`config.mk`:
```
export PLATFORM = sky130hd
export DESIGN_NAME = sck_clock_ctrl
export DESIGN_NICKNAME = d
export VERILOG_FILES = /design/src/rtl/sck_pkg.sv /design/src/rtl/sck_clock_ctrl.sv
export SDC_FILE = /design/constraint.sdc
export NUM_CORES = 1
export LEC_CHECK = 0
export BUFFER_PORTS_ARGS = -buffer_cell sky130_fd_sc_hd__buf_2
export CELL_PAD_IN_SITES_DETAIL_PLACEMENT = 1
export CELL_PAD_IN_SITES_GLOBAL_PLACEMENT = 2
export CORE_MARGIN = 10
export CORE_UTILIZATION = 39
export DETAILED_ROUTE_END_ITERATION = 10
export PLACE_DENSITY = 0.86
export SYNTH_ARGS = -nofsm -noshare
export SYNTH_HDL_FRONTEND = slang
export SYNTH_SLANG_ARGS = --single-unit
```
`constraint.sdc`:
```
create_clock -name ref_clk_in -period 4.5 [get_ports ref_clk_in]
set_input_delay 0.225 -clock ref_clk_in [delete_from_list [all_inputs] [get_ports ref_clk_in]]
set_output_delay 0.225 -clock ref_clk_in [all_outputs]
set_load 0.05 [all_outputs]
```
`src/rtl/sck_pkg.sv`:
```
package sck_pkg;
  // register byte offsets
  localparam logic [7:0] OFS_SRC = 8'h00;
  localparam logic [7:0] OFS_CFG = 8'h04;
  localparam logic [7:0] OFS_CTRL = 8'h08;
  localparam logic [7:0] OFS_STAT = 8'h0C;
  localparam logic [7:0] OFS_DIV = 8'h10;
  localparam logic [7:0] OFS_PSEL = 8'h14;
  localparam logic [7:0] OFS_WSRC = 8'h18;
  // oscillator source codes
  localparam logic [1:0] SRC_IRC = 2'h0;
  localparam logic [1:0] SRC_MAIN = 2'h1;
  localparam logic [1:0] SRC_RTC = 2'h2;
  localparam logic [1:0] SRC_BAD = 2'h3;
  // watchdog source codes
  localparam logic [1:0] WSRC_IRC = 2'h0;
  localparam logic [1:0] WSRC_RTC = 2'h1;
  localparam logic [1:0] WSRC_PCLK = 2'h2;
  // field layout
  localparam int CFG_N_LSB = 16;
  localparam int CFG_N_W = 8;
  localparam int CFG_M_LSB = 0;
  localparam int CFG_M_W = 15;
  localparam int CTRL_EN_BIT = 0;
  localparam int CTRL_CON_BIT = 1;
  localparam int STAT_EN_BIT = 0;
  localparam int STAT_CON_BIT = 1;
  localparam int STAT_LOCK_BIT = 2;
  localparam int STAT_BUSY_BIT = 3;
  localparam int DIV_CPU_LSB = 0;
  localparam int DIV_USB_LSB = 8;
  localparam int DIV_W = 8;
  localparam int PSEL_W = 2;
  // reset values
  localparam logic [1:0] SRC_RST = SRC_IRC;
  localparam logic [7:0] N_RST = 8'h00;
  localparam logic [14:0] M_RST = 15'h0000;
  localparam logic [7:0] DIV_RST = 8'h00;
  localparam logic [1:0] WSRC_RST = WSRC_IRC;
  // peripheral divider codes: 0 /4, 1 /1, 2 /2, 3 /8
  localparam logic [1:0] PSEL_RST = 2'h0;
  // timing: settle for four internal rc cycles at its nominal rate
  localparam int IRC_HZ = 4000000;
  localparam int REF_MHZ = 20;
  localparam int SETTLE_IRC_CYC = 4;
  localparam int SETTLE_NS = SETTLE_IRC_CYC * 1000 / (IRC_HZ / 1000000);
  localparam int SETTLE_CYC = (SETTLE_NS * REF_MHZ + 999) / 1000;
  // clock switch sequencer
  typedef enum logic [2:0] {
    SCK_IDLE = 3'h1,
    SCK_OFF = 3'h2,
    SCK_ON = 3'h4
  } sck_state_e;
endpackage : sck_pkg

```
`src/rtl/sck_clock_ctrl.sv`:
```
// Summary of operation
// - software picks any of three oscillators
// - reset selects internal rc oscillator
// - rc oscillator timing assumes 4 MHz
// - cpu clock bypasses unless pll connected
// - each peripheral gets selectable clock divider
// - pre-divider N programmable one to 256
// - multiplier M programmable one to 32768
// - reset and power-down disable, bypass pll
// - pll output divided for cpu, usb
// - main oscillator direct or through pll
// - rc oscillator selectable for watchdog, pll
// - rtc oscillator selectable for pll, cpu
`timescale 1ns/1ns
module sck_clock_ctrl
  import sck_pkg::*;
#(
  parameter int NUM_PERIPH = 8
) (
  input wire logic ref_clk_in,
  input wire logic rst_n_in,
  input wire logic wb_cyc_in,
  input wire logic wb_stb_in,
  input wire logic wb_we_in,
  input wire logic [7:0] wb_adr_in,
  input wire logic [3:0] wb_sel_in,
  input wire logic [31:0] wb_dat_in,
  output logic [31:0] wb_dat_out,
  output logic wb_ack_out,
  input wire logic pll_lock_in,
  input wire logic power_down_in,
  output logic pll_enable_out,
  output logic [7:0] pll_pre_div_out,
  output logic [14:0] pll_mul_out,
  output logic [1:0] clk_src_sel_out,
  output logic pll_connect_out,
  output logic cpu_clk_gate_out,
  output logic [7:0] cpu_div_out,
  output logic [7:0] usb_div_out,
  output logic [1:0] wdt_src_sel_out,
  output logic [NUM_PERIPH-1:0] pclk_en_out
);

  localparam int PSEL_TOT = NUM_PERIPH * PSEL_W;
  localparam logic [7:0] SETTLE_LOAD = 8'(SETTLE_CYC - 1);

  ////////////////////////////////////////////////////////////////////////
  // pin synchronisers: lock and power-down
  logic [1:0] lock_sync_reg;
  logic [1:0] pd_sync_reg;
  logic lock_s;
  logic pd_s;

  // two flops each, first stage only feeds second
  always_ff @(posedge ref_clk_in or negedge rst_n_in) begin
    if (!rst_n_in) begin
      lock_sync_reg <= 2'h0;
      pd_sync_reg <= 2'h0;
    end else begin
      lock_sync_reg <= {lock_sync_reg[0], pll_lock_in};
      pd_sync_reg <= {pd_sync_reg[0], power_down_in};
    end
  end

  assign lock_s = lock_sync_reg[1];
  assign pd_s = pd_sync_reg[1];

  ////////////////////////////////////////////////////////////////////////
  // register file over classic wishbone
  logic [1:0] src_reg, src_next;
  logic [7:0] n_reg, n_next;
  logic [14:0] m_reg, m_next;
  logic en_reg, en_next;
  logic con_reg, con_next;
  logic [7:0] cdiv_reg, cdiv_next;
  logic [7:0] udiv_reg, udiv_next;
  logic [PSEL_TOT-1:0] psel_reg, psel_next;
  logic [1:0] wsrc_reg, wsrc_next;
  logic ack_reg, ack_next;
  logic [31:0] rdat_reg, rdat_next;
  logic busy;

  // merge write data into old word by byte lanes
  function automatic logic [31:0] merge(input logic [31:0] old,
                                        input logic [31:0] wd,
                                        input logic [3:0] sel);
    logic [31:0] m;
    m = {{8{sel[3]}}, {8{sel[2]}}, {8{sel[1]}}, {8{sel[0]}}};
    return (old & ~m) | (wd & m);
  endfunction : merge

  logic [31:0] src_word, cfg_word, ctrl_word, stat_word;
  logic [31:0] div_word, psel_word, wsrc_word;
  logic [31:0] wv;

  // current register words, unused bits read zero
  always_comb begin
    src_word = {30'h0, src_reg};
    cfg_word = {8'h00, n_reg, 1'b0, m_reg};
    ctrl_word = 32'h0;
    ctrl_word[CTRL_EN_BIT] = en_reg;
    ctrl_word[CTRL_CON_BIT] = con_reg;
    stat_word = 32'h0;
    stat_word[STAT_EN_BIT] = en_reg;
    stat_word[STAT_CON_BIT] = con_reg;
    stat_word[STAT_LOCK_BIT] = lock_s;
    stat_word[STAT_BUSY_BIT] = busy;
    div_word = {16'h0, udiv_reg, cdiv_reg};
    psel_word = 32'(psel_reg);
    wsrc_word = {30'h0, wsrc_reg};
  end

  // next values of the software registers
  always_comb begin
    src_next = src_reg;
    n_next = n_reg;
    m_next = m_reg;
    en_next = en_reg;
    con_next = con_reg;
    cdiv_next = cdiv_reg;
    udiv_next = udiv_reg;
    psel_next = psel_reg;
    wsrc_next = wsrc_reg;
    rdat_next = rdat_reg;
    wv = 32'h0;
    ack_next = wb_cyc_in && wb_stb_in && !ack_reg;
    if (ack_next && !wb_we_in) begin
      unique case (wb_adr_in)
        OFS_SRC: rdat_next = src_word;
        OFS_CFG: rdat_next = cfg_word;
        OFS_CTRL: rdat_next = ctrl_word;
        OFS_STAT: rdat_next = stat_word;
        OFS_DIV: rdat_next = div_word;
        OFS_PSEL: rdat_next = psel_word;
        OFS_WSRC: rdat_next = wsrc_word;
        default: rdat_next = 32'h0;
      endcase
    end
    if (ack_next && wb_we_in) begin
      unique case (wb_adr_in)
        OFS_SRC: begin
          wv = merge(src_word, wb_dat_in, wb_sel_in);
          if (wv[1:0] != SRC_BAD) begin
            src_next = wv[1:0];
          end
        end
        OFS_CFG: begin
          wv = merge(cfg_word, wb_dat_in, wb_sel_in);
          n_next = wv[CFG_N_LSB +: CFG_N_W];
          m_next = wv[CFG_M_LSB +: CFG_M_W];
        end
        OFS_CTRL: begin
          wv = merge(ctrl_word, wb_dat_in, wb_sel_in);
          en_next = wv[CTRL_EN_BIT];
          // connect refused unless enabled and locked
          con_next = wv[CTRL_CON_BIT] && en_next && lock_s;
        end
        OFS_DIV: begin
          wv = merge(div_word, wb_dat_in, wb_sel_in);
          cdiv_next = wv[DIV_CPU_LSB +: DIV_W];
          udiv_next = wv[DIV_USB_LSB +: DIV_W];
        end
        OFS_PSEL: begin
          wv = merge(psel_word, wb_dat_in, wb_sel_in);
          psel_next = wv[PSEL_TOT-1:0];
        end
        OFS_WSRC: begin
          wv = merge(wsrc_word, wb_dat_in, wb_sel_in);
          if (wv[1:0] != SRC_BAD) begin
            wsrc_next = wv[1:0];
          end
        end
        default: wv = 32'h0;
      endcase
    end
    // lost lock drops the connection
    if (!lock_s) begin
      con_next = 1'b0;
    end
    // power-down switches pll off and bypasses it
    if (pd_s) begin
      en_next = 1'b0;
      con_next = 1'b0;
    end
  end

  // reset: rc oscillator, pll off and bypassed
  always_ff @(posedge ref_clk_in or negedge rst_n_in) begin
    if (!rst_n_in) begin
      src_reg <= SRC_RST;
      n_reg <= N_RST;
      m_reg <= M_RST;
      en_reg <= 1'b0;
      con_reg <= 1'b0;
      cdiv_reg <= DIV_RST;
      udiv_reg <= DIV_RST;
      psel_reg <= {NUM_PERIPH{PSEL_RST}};
      wsrc_reg <= WSRC_RST;
      ack_reg <= 1'b0;
      rdat_reg <= 32'h0;
    end else begin
      src_reg <= src_next;
      n_reg <= n_next;
      m_reg <= m_next;
      en_reg <= en_next;
      con_reg <= con_next;
      cdiv_reg <= cdiv_next;
      udiv_reg <= udiv_next;
      psel_reg <= psel_next;
      wsrc_reg <= wsrc_next;
      ack_reg <= ack_next;
      rdat_reg <= rdat_next;
    end
  end

  ////////////////////////////////////////////////////////////////////////
  // clock switch sequencer: gate off, settle, swap, settle, gate on
  sck_state_e st_reg, st_next;
  logic [1:0] asrc_reg, asrc_next;
  logic acon_reg, acon_next;
  logic gate_reg, gate_next;
  logic [7:0] cnt_reg, cnt_next;
  logic change;

  assign change = (src_reg != asrc_reg) || (con_reg != acon_reg);
  assign busy = (st_reg != SCK_IDLE);

  // next state of the sequencer
  always_comb begin
    st_next = st_reg;
    asrc_next = asrc_reg;
    acon_next = acon_reg;
    gate_next = gate_reg;
    cnt_next = cnt_reg;
    unique case (st_reg)
      SCK_IDLE: begin
        if (change) begin
          gate_next = 1'b0;
          cnt_next = SETTLE_LOAD;
          st_next = SCK_OFF;
        end
      end
      SCK_OFF: begin
        if (cnt_reg == 8'h00) begin
          asrc_next = src_reg;
          acon_next = con_reg;
          cnt_next = SETTLE_LOAD;
          st_next = SCK_ON;
        end else begin
          cnt_next = cnt_reg - 8'h01;
        end
      end
      SCK_ON: begin
        if (cnt_reg == 8'h00) begin
          gate_next = 1'b1;
          st_next = SCK_IDLE;
        end else begin
          cnt_next = cnt_reg - 8'h01;
        end
      end
      default: begin
        gate_next = 1'b0;
        cnt_next = SETTLE_LOAD;
        st_next = SCK_OFF;
      end
    endcase
  end

  // sequencer registers
  always_ff @(posedge ref_clk_in or negedge rst_n_in) begin
    if (!rst_n_in) begin
      st_reg <= SCK_IDLE;
      asrc_reg <= SRC_RST;
      acon_reg <= 1'b0;
      gate_reg <= 1'b1;
      cnt_reg <= 8'h00;
    end else begin
      st_reg <= st_next;
      asrc_reg <= asrc_next;
      acon_reg <= acon_next;
      gate_reg <= gate_next;
      cnt_reg <= cnt_next;
    end
  end

  ////////////////////////////////////////////////////////////////////////
  // peripheral clock enables, one divider each
  genvar gi;
  generate
    for (gi = 0; gi < NUM_PERIPH; gi++) begin : g_pclk
      logic [2:0] pc_reg, pc_next;
      logic pe_reg, pe_next;
      logic [2:0] lim;

      // terminal count from the selected divide code
      always_comb begin
        unique case (psel_reg[gi*PSEL_W +: PSEL_W])
          2'h0: lim = 3'h3;
          2'h1: lim = 3'h0;
          2'h2: lim = 3'h1;
          2'h3: lim = 3'h7;
        endcase
        pe_next = (pc_reg >= lim);
        pc_next = (pc_reg >= lim) ? 3'h0 : pc_reg + 3'h1;
      end

      // divider counter and enable pulse
      always_ff @(posedge ref_clk_in or negedge rst_n_in) begin
        if (!rst_n_in) begin
          pc_reg <= 3'h0;
          pe_reg <= 1'b0;
        end else begin
          pc_reg <= pc_next;
          pe_reg <= pe_next;
        end
      end

      assign pclk_en_out[gi] = pe_reg;
    end
  endgenerate

  ////////////////////////////////////////////////////////////////////////
  // outputs
  assign wb_dat_out = rdat_reg;
  assign wb_ack_out = ack_reg;
  assign pll_enable_out = en_reg;
  assign pll_pre_div_out = n_reg;
  assign pll_mul_out = m_reg;
  assign clk_src_sel_out = asrc_reg;
  assign pll_connect_out = acon_reg;
  assign cpu_clk_gate_out = gate_reg;
  assign cpu_div_out = cdiv_reg;
  assign usb_div_out = udiv_reg;
  assign wdt_src_sel_out = wsrc_reg;

endmodule : sck_clock_ctrl

```
==> impl_metrics.yaml, run 1 <==
power_and_ir_drop:
  p_switching_mw: 1.21
  peakVddDrop_uv: 341
  share_seq_of_total_power_pct: 39.2
  comb_power_share_pct: 22.9
  power.density_nw_per_um2: 478
  p_sw_share_pct: 31.0
  power_frac_clock_pct: 37.8
  p_leak_nw: 4.35
  cellInternalPower_mw: 2.68
floorplan:
  die-area_um2: 23000
  ioPinCount: 138
  dieHeight_um: 152
  core_area_um2: 17100
  die_w_um: 152
  num_rows: 48
  initial_core_util_pct: 39.5
clock_tree:
  cts_max_path_buffers: 2
  cts.clk_slew.worst_paths_ns: 0.06
  clk_latency_ns: 0.42
  cts_tree: "done"
  post-cts-setup-buffer-count: 0
  clock-sinks: 137
  cts-root-buf: "clkbuf_16"
  cts_made_buffers: 17
  htreeDepth: 4
sta:
  clock_skew_ns: 0.00660
  tns_ns: 0
  rsz0062_at_grt: "false"
  fin_crit_sh_pct: 56.5
  finalHoldViolCount: 0
  tightest_slew_ns: 1.12
  setup_viol_count_final: 0
  max_freq_mhz: 393
  layout_min_cycle_time_ns: 2.54
  max_slew_margin_pct: 24.9
  slew_violations: 0
critical_path:
  crit_end: "wb_dat_out[16]"
  r2r_cells: 6
  required_ns: 4.85
  reg2reg_slack_ns: 1.96
  startpoint_type: "flop"
  arrival_ns: 2.89
  cp-startpoint: "wb_ack_out"
  worstPathMaxFanout: 21
  endpoint_kind: "flop"
  r2r-start: "wb_ack_out"
  worstSetupPathType: "reg -> reg"
  reg2reg_to: "wb_dat_out[16]"
global_route:
  overflow: 0
  grt_pass1_vias: 5319
  grt_max_degree: 97
  grt_pass1_wl_um: 28700
  grt_usage_pct: 16.2
  antenna_found_initial: 0
yosys:
  post_synth.cell_area_avg_um2: 11.6
  synthDominantCellAreaShare_pct: 50.0
  synth-main-ff-cell: "dfrtp_1"
  synthDistinctLibCells: 56
  synth-seq-cells: 137
  yosysWarnings: 0
  synth_top_area_cell: "dfrtp_1"
  async_flop_share_pct: 100
  netlist_area_um2: 6760
  ys_top_cells_by_area: "dfrtp_1 50%, mux2_2 10%, ha_1 9.3%"
  synth_seq_area_share_pct: 50.8
  synth-edff-count: 0
  syn_inst: 583
job:
  maxCapViolCount: 0
cells_and_area:
  utilization_pct: 47.6
  seq_area_um2: 3430
  mostFrequentLayoutCells: "135 x dfrtp_1, 119 x buf_2, 61 x mux2_2, 54 x inv_1, 50 x ha_1"
  multi_input_comb_area_um2: 2930
  fill_cells: 1893
  design_area_um2: 8140
  nets: 803
  area_growth_pct: 20.5
  insertedDiodeCount: 0
  final_common_cell: "dfrtp_1"
  drive_gt1_share_pct: 32.2
drt:
  drtIter0Drc: 178
  post_drt_via_cell_ratio: 5.15
  wl_per_cell_um: 19.5
  drt_first_pass_iters: 4
  via_count: 4840
  wl_um: 18300
  antenna_left: 0
  drc_errors: 0
place:
  io_buffers: 120
  post_dp_cell_area_um2: 7500
  gp_congestion: 0.780
  dp_hpwl_um: 13300
min_path:
  hold_path.startpoint: "wb_dat_in[20]"
  hold_path.class: "in -> reg"
  min_path_cells: 2
status:
  status: "complete, no violations"
-- cells by family (layout without fill, tap and decap cells) --
group | after synthesis | count (layout) | share of synthesized area (%)
DFF | 137 | 137 | 50.8
adders and majority gates | 50 | 50 | 9.26
muxes | 67 | 67 | 11.1
xor gates and xnor gates | 13 | 13 | 1.69
other | 1 | 8 | 0.0555
buffers and inverters | 90 | 214 | 6.19
AOI/OAI and AO/OA | 96 | 96 | 10.3
and+or+nand+nor | 129 | 129 | 10.7
-- power by group through the flow --
stage | Sequential [mW] | Combinational, mW | Clock (mW)
after CTS | 1.53 | 0.916 | 1.50
after global routing | 1.55 | 1.01 | 1.56
after global placement | 1.54 | 0.831 | 0
after floorplan | 1.54 | 0.692 | 0
after detailed placement | 1.55 | 0.900 | 0
final | 1.53 | 0.892 | 1.47
-- metrics by stage --
step                      hold slack, ns  setup WS, ns  power [mW]  cells
after global placement             0.335          2.05        2.37    905
after floorplan                  -0.0706          2.55        2.23    590
after global routing              0.0322          1.75        4.12    939
final                             0.0345          1.96        3.89    939
after detailed placement           0.335          1.94        2.45    905
after CTS                         0.0240          1.90        3.95    939
-- worst max-delay path, cell delays in order, from the launching register on --
cell	delay (ns)
dfrtp_1	0.39
nand3b_1	0.29
inv_1	0.19
nand2b_1	0.43
buf_4	0.40
nor4_4	0.53
a22o_1	0.24
-- repair_timing --
item                                   4_1_cts  5_1_grt
resized for setup                            0        0
hold buffers                                 3        0
endpoints found under the hold margin       96        0
-- cells in the mapped netlist, types with 11 or more instances --
cell and instances:
a21o_1 17, a22o_1 20, a22oi_1 12, buf_4 18
clkbuf_1 11, dfrtp_1 135, ha_1 50, inv_1 54
mux2_2 61, nand2_1 23, nand2b_1 14, nor2_1 35
o21ai_0 19
-- routing by layer --
metal  up-vias  share of wire [%]  global-route usage [%]
met5         -                  0                       0
met4         0               0.88                    4.05
met3        11                4.8                    4.57
met2       102                 51                    28.2
met1      2472                 43                    19.3
li1       2255                  -                       -
-- worst min path at each step --
stage | end | slack, ns
3_5_place_dp | lock_sync_reg[0] | 0.34
2_1_floorplan | async pin | -0.07
3_3_place_gp | pd_sync_reg[1] | 0.33
5_1_grt | flop | 0.03
4_1_cts | flop | 0.02
6_report | flop | 0.03
-- final cells by class --
type,instances,share of cell area [%]
well taps,225,3.46
multi-input cells,363,36.0
inverters,55,2.53
clock buffers,19,5.44
repair buffers,128,8.28
flip-flops and latches,137,42.1
clock inverters,12,2.14
Power figures use the tool's default switching activity.
==> run 2, diff against run 1 <==
Settings changed: ABC_AREA set to 1, CORE_UTILIZATION 39 to 33, PLACE_DENSITY 0.86 to 0.81.
Clock period 4.5 ns to 2.5 ns, I/O delays scaled along.
==> run 2 against run 1 <==
Effect of this change: final cell count increased by 29%; flip-flop and latch count stayed put; sequential share of layout area down 1.8 points; combinational power rose by 88%; synthesized cell count is 36% higher; maximum frequency rose by 40%; area after synthesis increased by 0.31%; via count is 16% higher; worst hold slack worse by 0.022 ns; critical endpoint is now cnt_reg[4].
==> impl_metrics.yaml, run 2 <==
status:
  status: "complete, no violations"
critical_path:
  r2r_cells: 7
  arrival_ns: 2.12
  required_ns: 2.79
  crit_top_cell: "nand2_1"
  reg2reg_to: "cnt_reg[4]"
  worstSetupPathType: "reg -> reg"
  critical_path.max_stage_delay_ns: 0.38
  r2r-start: "cnt_reg[0]"
  endpoint_kind: "flop"
  worstPathMaxFanout: 9
  startpoint_type: "flop"
  critPathSlowestCell: "dfrtp_1"
  reg2reg_slack_ns: 0.68
  crit_chain: "inv_1, ha_1, nor3b_1, nand3_2, nand2_1, o21bai_1, nand2_1"
min_path:
  hold_path.class: "in -> reg"
  hold_path.startpoint: "wb_dat_in[5]"
  min_path_cells: 3
yosys:
  ys_top_cells_by_area: "dfrtp_1 50%, nand2_1 12%, ha_1 9.2%"
  netlist_area_um2: 6780
  synth-seq-cells: 137
  synth-edff-count: 0
  synth_seq_area_share_pct: 50.6
  synth-main-ff-cell: "dfrtp_1"
  yosys-top-cells-count: "218 x nand2_1, 135 x dfrtp_1, 111 x inv_1"
  yosysWarnings: 0
  synth_top_area_cell: "dfrtp_1"
  synthDistinctLibCells: 27
  synthDominantCellAreaShare_pct: 49.8
  syn_inst: 790
  async_flop_share_pct: 100
  post_synth.cell_area_avg_um2: 8.58
  yosysMostFrequentCell: "nand2_1"
sta:
  setup_viol_count_final: 0
  holdWs_ns: 0.0121
  tns_ns: 0
  max_slew_margin_pct: 36.8
  fin_crit_sh_pct: 72.9
  rsz0062_at_grt: "false"
  tightest_slew_ns: 0.946
  slew_violations: 0
  max_freq_mhz: 549
  layout_min_cycle_time_ns: 1.82
  clock_skew_ns: 0.00908
  finalHoldViolCount: 0
place:
  post_dp_cell_area_um2: 7650
  dp_hpwl_um: 14300
  io_buffers: 120
  gp_congestion: 0.783
cells_and_area:
  fill_cells: 2424
  seq_area_um2: 3430
  drive_gt1_share_pct: 18.8
  area_growth_pct: 25.4
  utilization_pct: 42.0
  final_common_cell: "nand2_1"
  design_area_um2: 8500
  nets: 1030
  mostFrequentLayoutCells: "218 x nand2_1, 135 x dfrtp_1, 119 x buf_2, 111 x inv_1, 57 x nor2_1"
  multi_input_comb_area_um2: 2770
floorplan:
  die-area_um2: 26700
  dieHeight_um: 163
  ioPinCount: 138
  die_w_um: 163
  core_area_um2: 20200
  initial_core_util_pct: 33.5
  num_rows: 52
global_route:
  antenna_found_initial: 1
  overflow: 0
  grt_usage_pct: 15.1
  grt_pass1_vias: 6153
  grt_pass1_wl_um: 32200
  grt_max_degree: 57
drt:
  drt_first_pass_iters: 6
  wl_um: 19200
  wl_per_cell_um: 15.8
  post_drt_via_cell_ratio: 4.64
  antenna_left: 0
  drtIter0Drc: 229
  via_count: 5625
  drc_errors: 0
clock_tree:
  cts.clk_slew.worst_paths_ns: 0.06
  clock-sinks: 137
  cts_tree: "done"
  cts_made_buffers: 17
  post-cts-setup-buffer-count: 0
  cts-root-buf: "clkbuf_16"
  cts_max_path_buffers: 2
  htreeDepth: 4
  postCtsResizedCells: 0
  clk_latency_ns: 0.42
power_and_ir_drop:
  p_leak_nw: 4.62
  power.density_nw_per_um2: 872
  peakVddDrop_uv: 444
  finalPower_mw: 7.42
job:
  maxCapViolCount: 0
[run 2: stage by stage]
| stage | setup slack (ns) | std cells |
|---|---|---|
| after floorplan | 0.790 | 797 |
| after global placement | 0.669 | 1166 |
| after detailed placement | 0.629 | 1166 |
| after CTS | 0.658 | 1212 |
| after global routing | 0.424 | 1212 |
| final | 0.677 | 1213 |
[run 2: metal layers]
layer | GRT usage, % | vias up | share of wire [%]
met2 | 24.6 | 112 | 48
met4 | 4.26 | 0 | 1.2
li1 | - | 2762 | -
met1 | 18.4 | 2737 | 44
met3 | 5.16 | 14 | 6.6
met5 | 0 | - | 0
[run 2: worst max path at each step]
stage	startpoint	end	slack (ns)	cells past startpoint
after floorplan	wb_ack_out	flop	0.79	5
after CTS	cnt_reg[0]	cnt_reg[4]	0.66	7
after global placement	wb_adr_in[7]	flop	0.67	7
final	cnt_reg[0]	cnt_reg[4]	0.68	7
after global routing	cnt_reg[0]	cnt_reg[4]	0.42	7
after detailed placement	wb_adr_in[7]	flop	0.63	7
[run 2: layout make-up]
class,count,share of cell area (%)
Timing Repair Buffer,144,9.82
Tap cell,270,3.97
Sequential cell,137,40.4
Clock buffer,21,5.53
Inverter,111,4.90
Antenna cell,1,0.0294
Clock inverter,11,2.83
Multi-Input combinational cell,518,32.6
[run 2: cell families (layout without fill, tap and decap cells)]
family	Yosys count	in the layout	share of synthesized area, %
AND/OR/NAND/NOR	343	343	21.3
buffers and inverters	142	287	8.92
flip-flops	137	137	50.6
AO/OA/AOI/OAI	107	107	8.57
adder cells (fa/ha/maj)	50	50	9.23
XOR/XNOR	10	10	1.29
other	1	9	0.0553
[run 2: critical path: cells and delay by family, from the launching register on]
family,cells,cell delay (ns)
AOI/OAI and AO/OA,1,0.15
and+or+nand+nor,4,0.86
adders and majority gates,1,0.17
DFF,1,0.38
buffers and inverters,1,0.13
[run 2: power by group]
part | switching [mW] | internal [mW]
logic | 1.08 | 0.597
registers | 0.182 | 2.53
clock network | 0.969 | 2.06
total | 2.23 | 5.18
[run 2: repair_timing]
action,4_1_cts,5_1_grt
hold buffers,14,0
endpoints found under the setup margin,0,0
endpoints found under the hold margin,63,0
==> run 3, diff against run 2 <==
Clock period 2.5 ns to 1.85 ns, I/O delays scaled along.
==> run 3 against run 2 <==
Effect of this change: critical path depth unchanged; clock-buffer cell count decreased by 1; worst setup slack got worse by 0.46 ns; sequential power increased by 35%; utilization increased by 0.85 points; worst hold slack improved by 0.0042 ns; via count increased by 2.8%; clock power increased by 24%; critical endpoint is now g_pclk[3].pc_reg[0]; largest cell class unchanged.
==> impl_metrics.yaml, run 3 (same netlist as run 2, synthesis figures left out) <==
cells_and_area:
  mostFrequentLayoutCells: "217 x nand2_1, 135 x dfrtp_1, 119 x buf_2, 111 x inv_1, 57 x nor2_1"
  fill_cells: 2412
  area_growth_pct: 28.0
  drive_gt1_share_pct: 19.8
  nets: 1055
  utilization_pct: 42.9
  final_common_cell: "nand2_1"
  design_area_um2: 8670
clock_tree:
  cts-root-buf: "clkbuf_16"
  cts_made_buffers: 17
  cts_tree: "done"
  htreeDepth: 4
  cts_max_path_buffers: 2
  clock-sinks: 137
  clk_latency_ns: 0.42
  cts.clk_slew.worst_paths_ns: 0.06
sta:
  clock_skew_ns: 0.00748
  tns_ns: 0
  max_freq_mhz: 611
  max_slew_margin_pct: 64.4
  slew_violations: 0
  holdWs_ns: 0.0163
  fin_crit_sh_pct: 88.4
  tightest_slew_ns: 0.534
  setup_viol_count_final: 0
  layout_min_cycle_time_ns: 1.64
  rsz0062_at_grt: "false"
  finalHoldViolCount: 0
critical_path:
  worstSetupPathType: "reg -> reg"
  worstPathMaxFanout: 4
  reg2reg_slack_ns: 0.21
  required_ns: 2.15
  arrival_ns: 1.93
  endpoint_kind: "flop"
  startpoint_type: "flop"
drt:
  post_drt_via_cell_ratio: 4.67
  antenna_left: 0
  via_count: 5783
  wl_per_cell_um: 16.0
  wl_um: 19800
  drc_errors: 0
  drt_first_pass_iters: 4
  drtIter0Drc: 168
status:
  status: "complete, no violations"
job:
  maxCapViolCount: 0
place:
  io_buffers: 120
  gp_congestion: 0.759
  dp_hpwl_um: 14900
  post_dp_cell_area_um2: 7760
global_route:
  overflow: 0
  grt_pass1_wl_um: 32700
  grt_usage_pct: 15.5
  antenna_found_initial: 1
  grt_pass1_vias: 6188
  grt_max_degree: 52
floorplan:
  die-area_um2: 26700
  core_area_um2: 20200
  ioPinCount: 138
  die_w_um: 163
  num_rows: 52
  initial_core_util_pct: 33.5
  dieHeight_um: 163
power_and_ir_drop:
  p_leak_nw: 4.71
  peakVddDrop_uv: 654
  power.density_nw_per_um2: 1120
min_path:
  hold_path.class: "in -> reg"
==> run 3: cell types whose count changed in the layout (fill, tap and decap cells not counted), moves of 2 or more <==
cell / before / now
buf_4: 9 / 21
dlygate4sd3_1: 14 / 26
bufinv_16: 7 / 5
clkbuf_8: 3 / 1
clkinv_2: 1 / 3
==> run 3: worst paths after layout <==
path | startpoint | to | depth (start not counted)
min in group asynchronous | rst_n_in | src_reg[1] | 2
setup / recovery | flop | g_pclk[3].pc_reg[0] | 7
hold / removal | wb_stb_in | wb_ack_out | 3
hold reg to reg | lock_sync_reg[0] | lock_sync_reg[1] | 0
max in group asynchronous | rst_n_in | async pin | 3
setup reg to reg | flop | g_pclk[3].pc_reg[0] | 7
==> run 3: critical path: stages (launching register included) <==
cell	delay, ns
dfrtp_1	0.38
inv_1	0.08
ha_1	0.28
inv_1	0.04
ha_1	0.28
nand2_1	0.05
o211ai_1	0.32
nor2_1	0.08
==> run 3: metal layers <==
metal,global-route usage [%],part of all wire [%],vias up
met5,0,0,-
met4,5.08,1.3,0
met3,4.48,5.5,20
met2,25.7,49,105
met1,18.9,44,2840
li1,-,-,2818
==> run 3: repair_timing <==
item                                    CTS  global route
hold buffers                             26             0
resized for setup                         0             2
setup buffers                             0             0
endpoints found under the setup margin    0             7
endpoints found under the hold margin    99             0
==> run 3: cell type report <==
class | count | area [µm²] | share of cell area, %
diodes | 1 | 2.50 | 0.0289
clock buffers | 20 | 447 | 5.15
clock inverters | 12 | 198 | 2.28
inverters | 111 | 417 | 4.80
multi-input cells | 518 | 2780 | 32.0
flip-flops and latches | 137 | 3430 | 39.6
well taps | 270 | 338 | 3.89
repair buffers | 169 | 1060 | 12.3
==> run 3: power by group <==
part | internal [mW] | switching [mW]
clock | 2.42 | 1.33
sequential | 3.42 | 0.247
combinational | 0.847 | 1.47
==> run 3: stage by stage <==
stage          worst slack (ns)  power [mW]  instances
2_1_floorplan             0.140        5.46        797
3_3_place_gp              0.173        5.93       1179
3_5_place_dp              0.120        6.04       1179
4_1_cts                  0.0925        9.91       1237
5_1_grt                  0.0587        10.4       1237
6_report                  0.214        9.73       1238
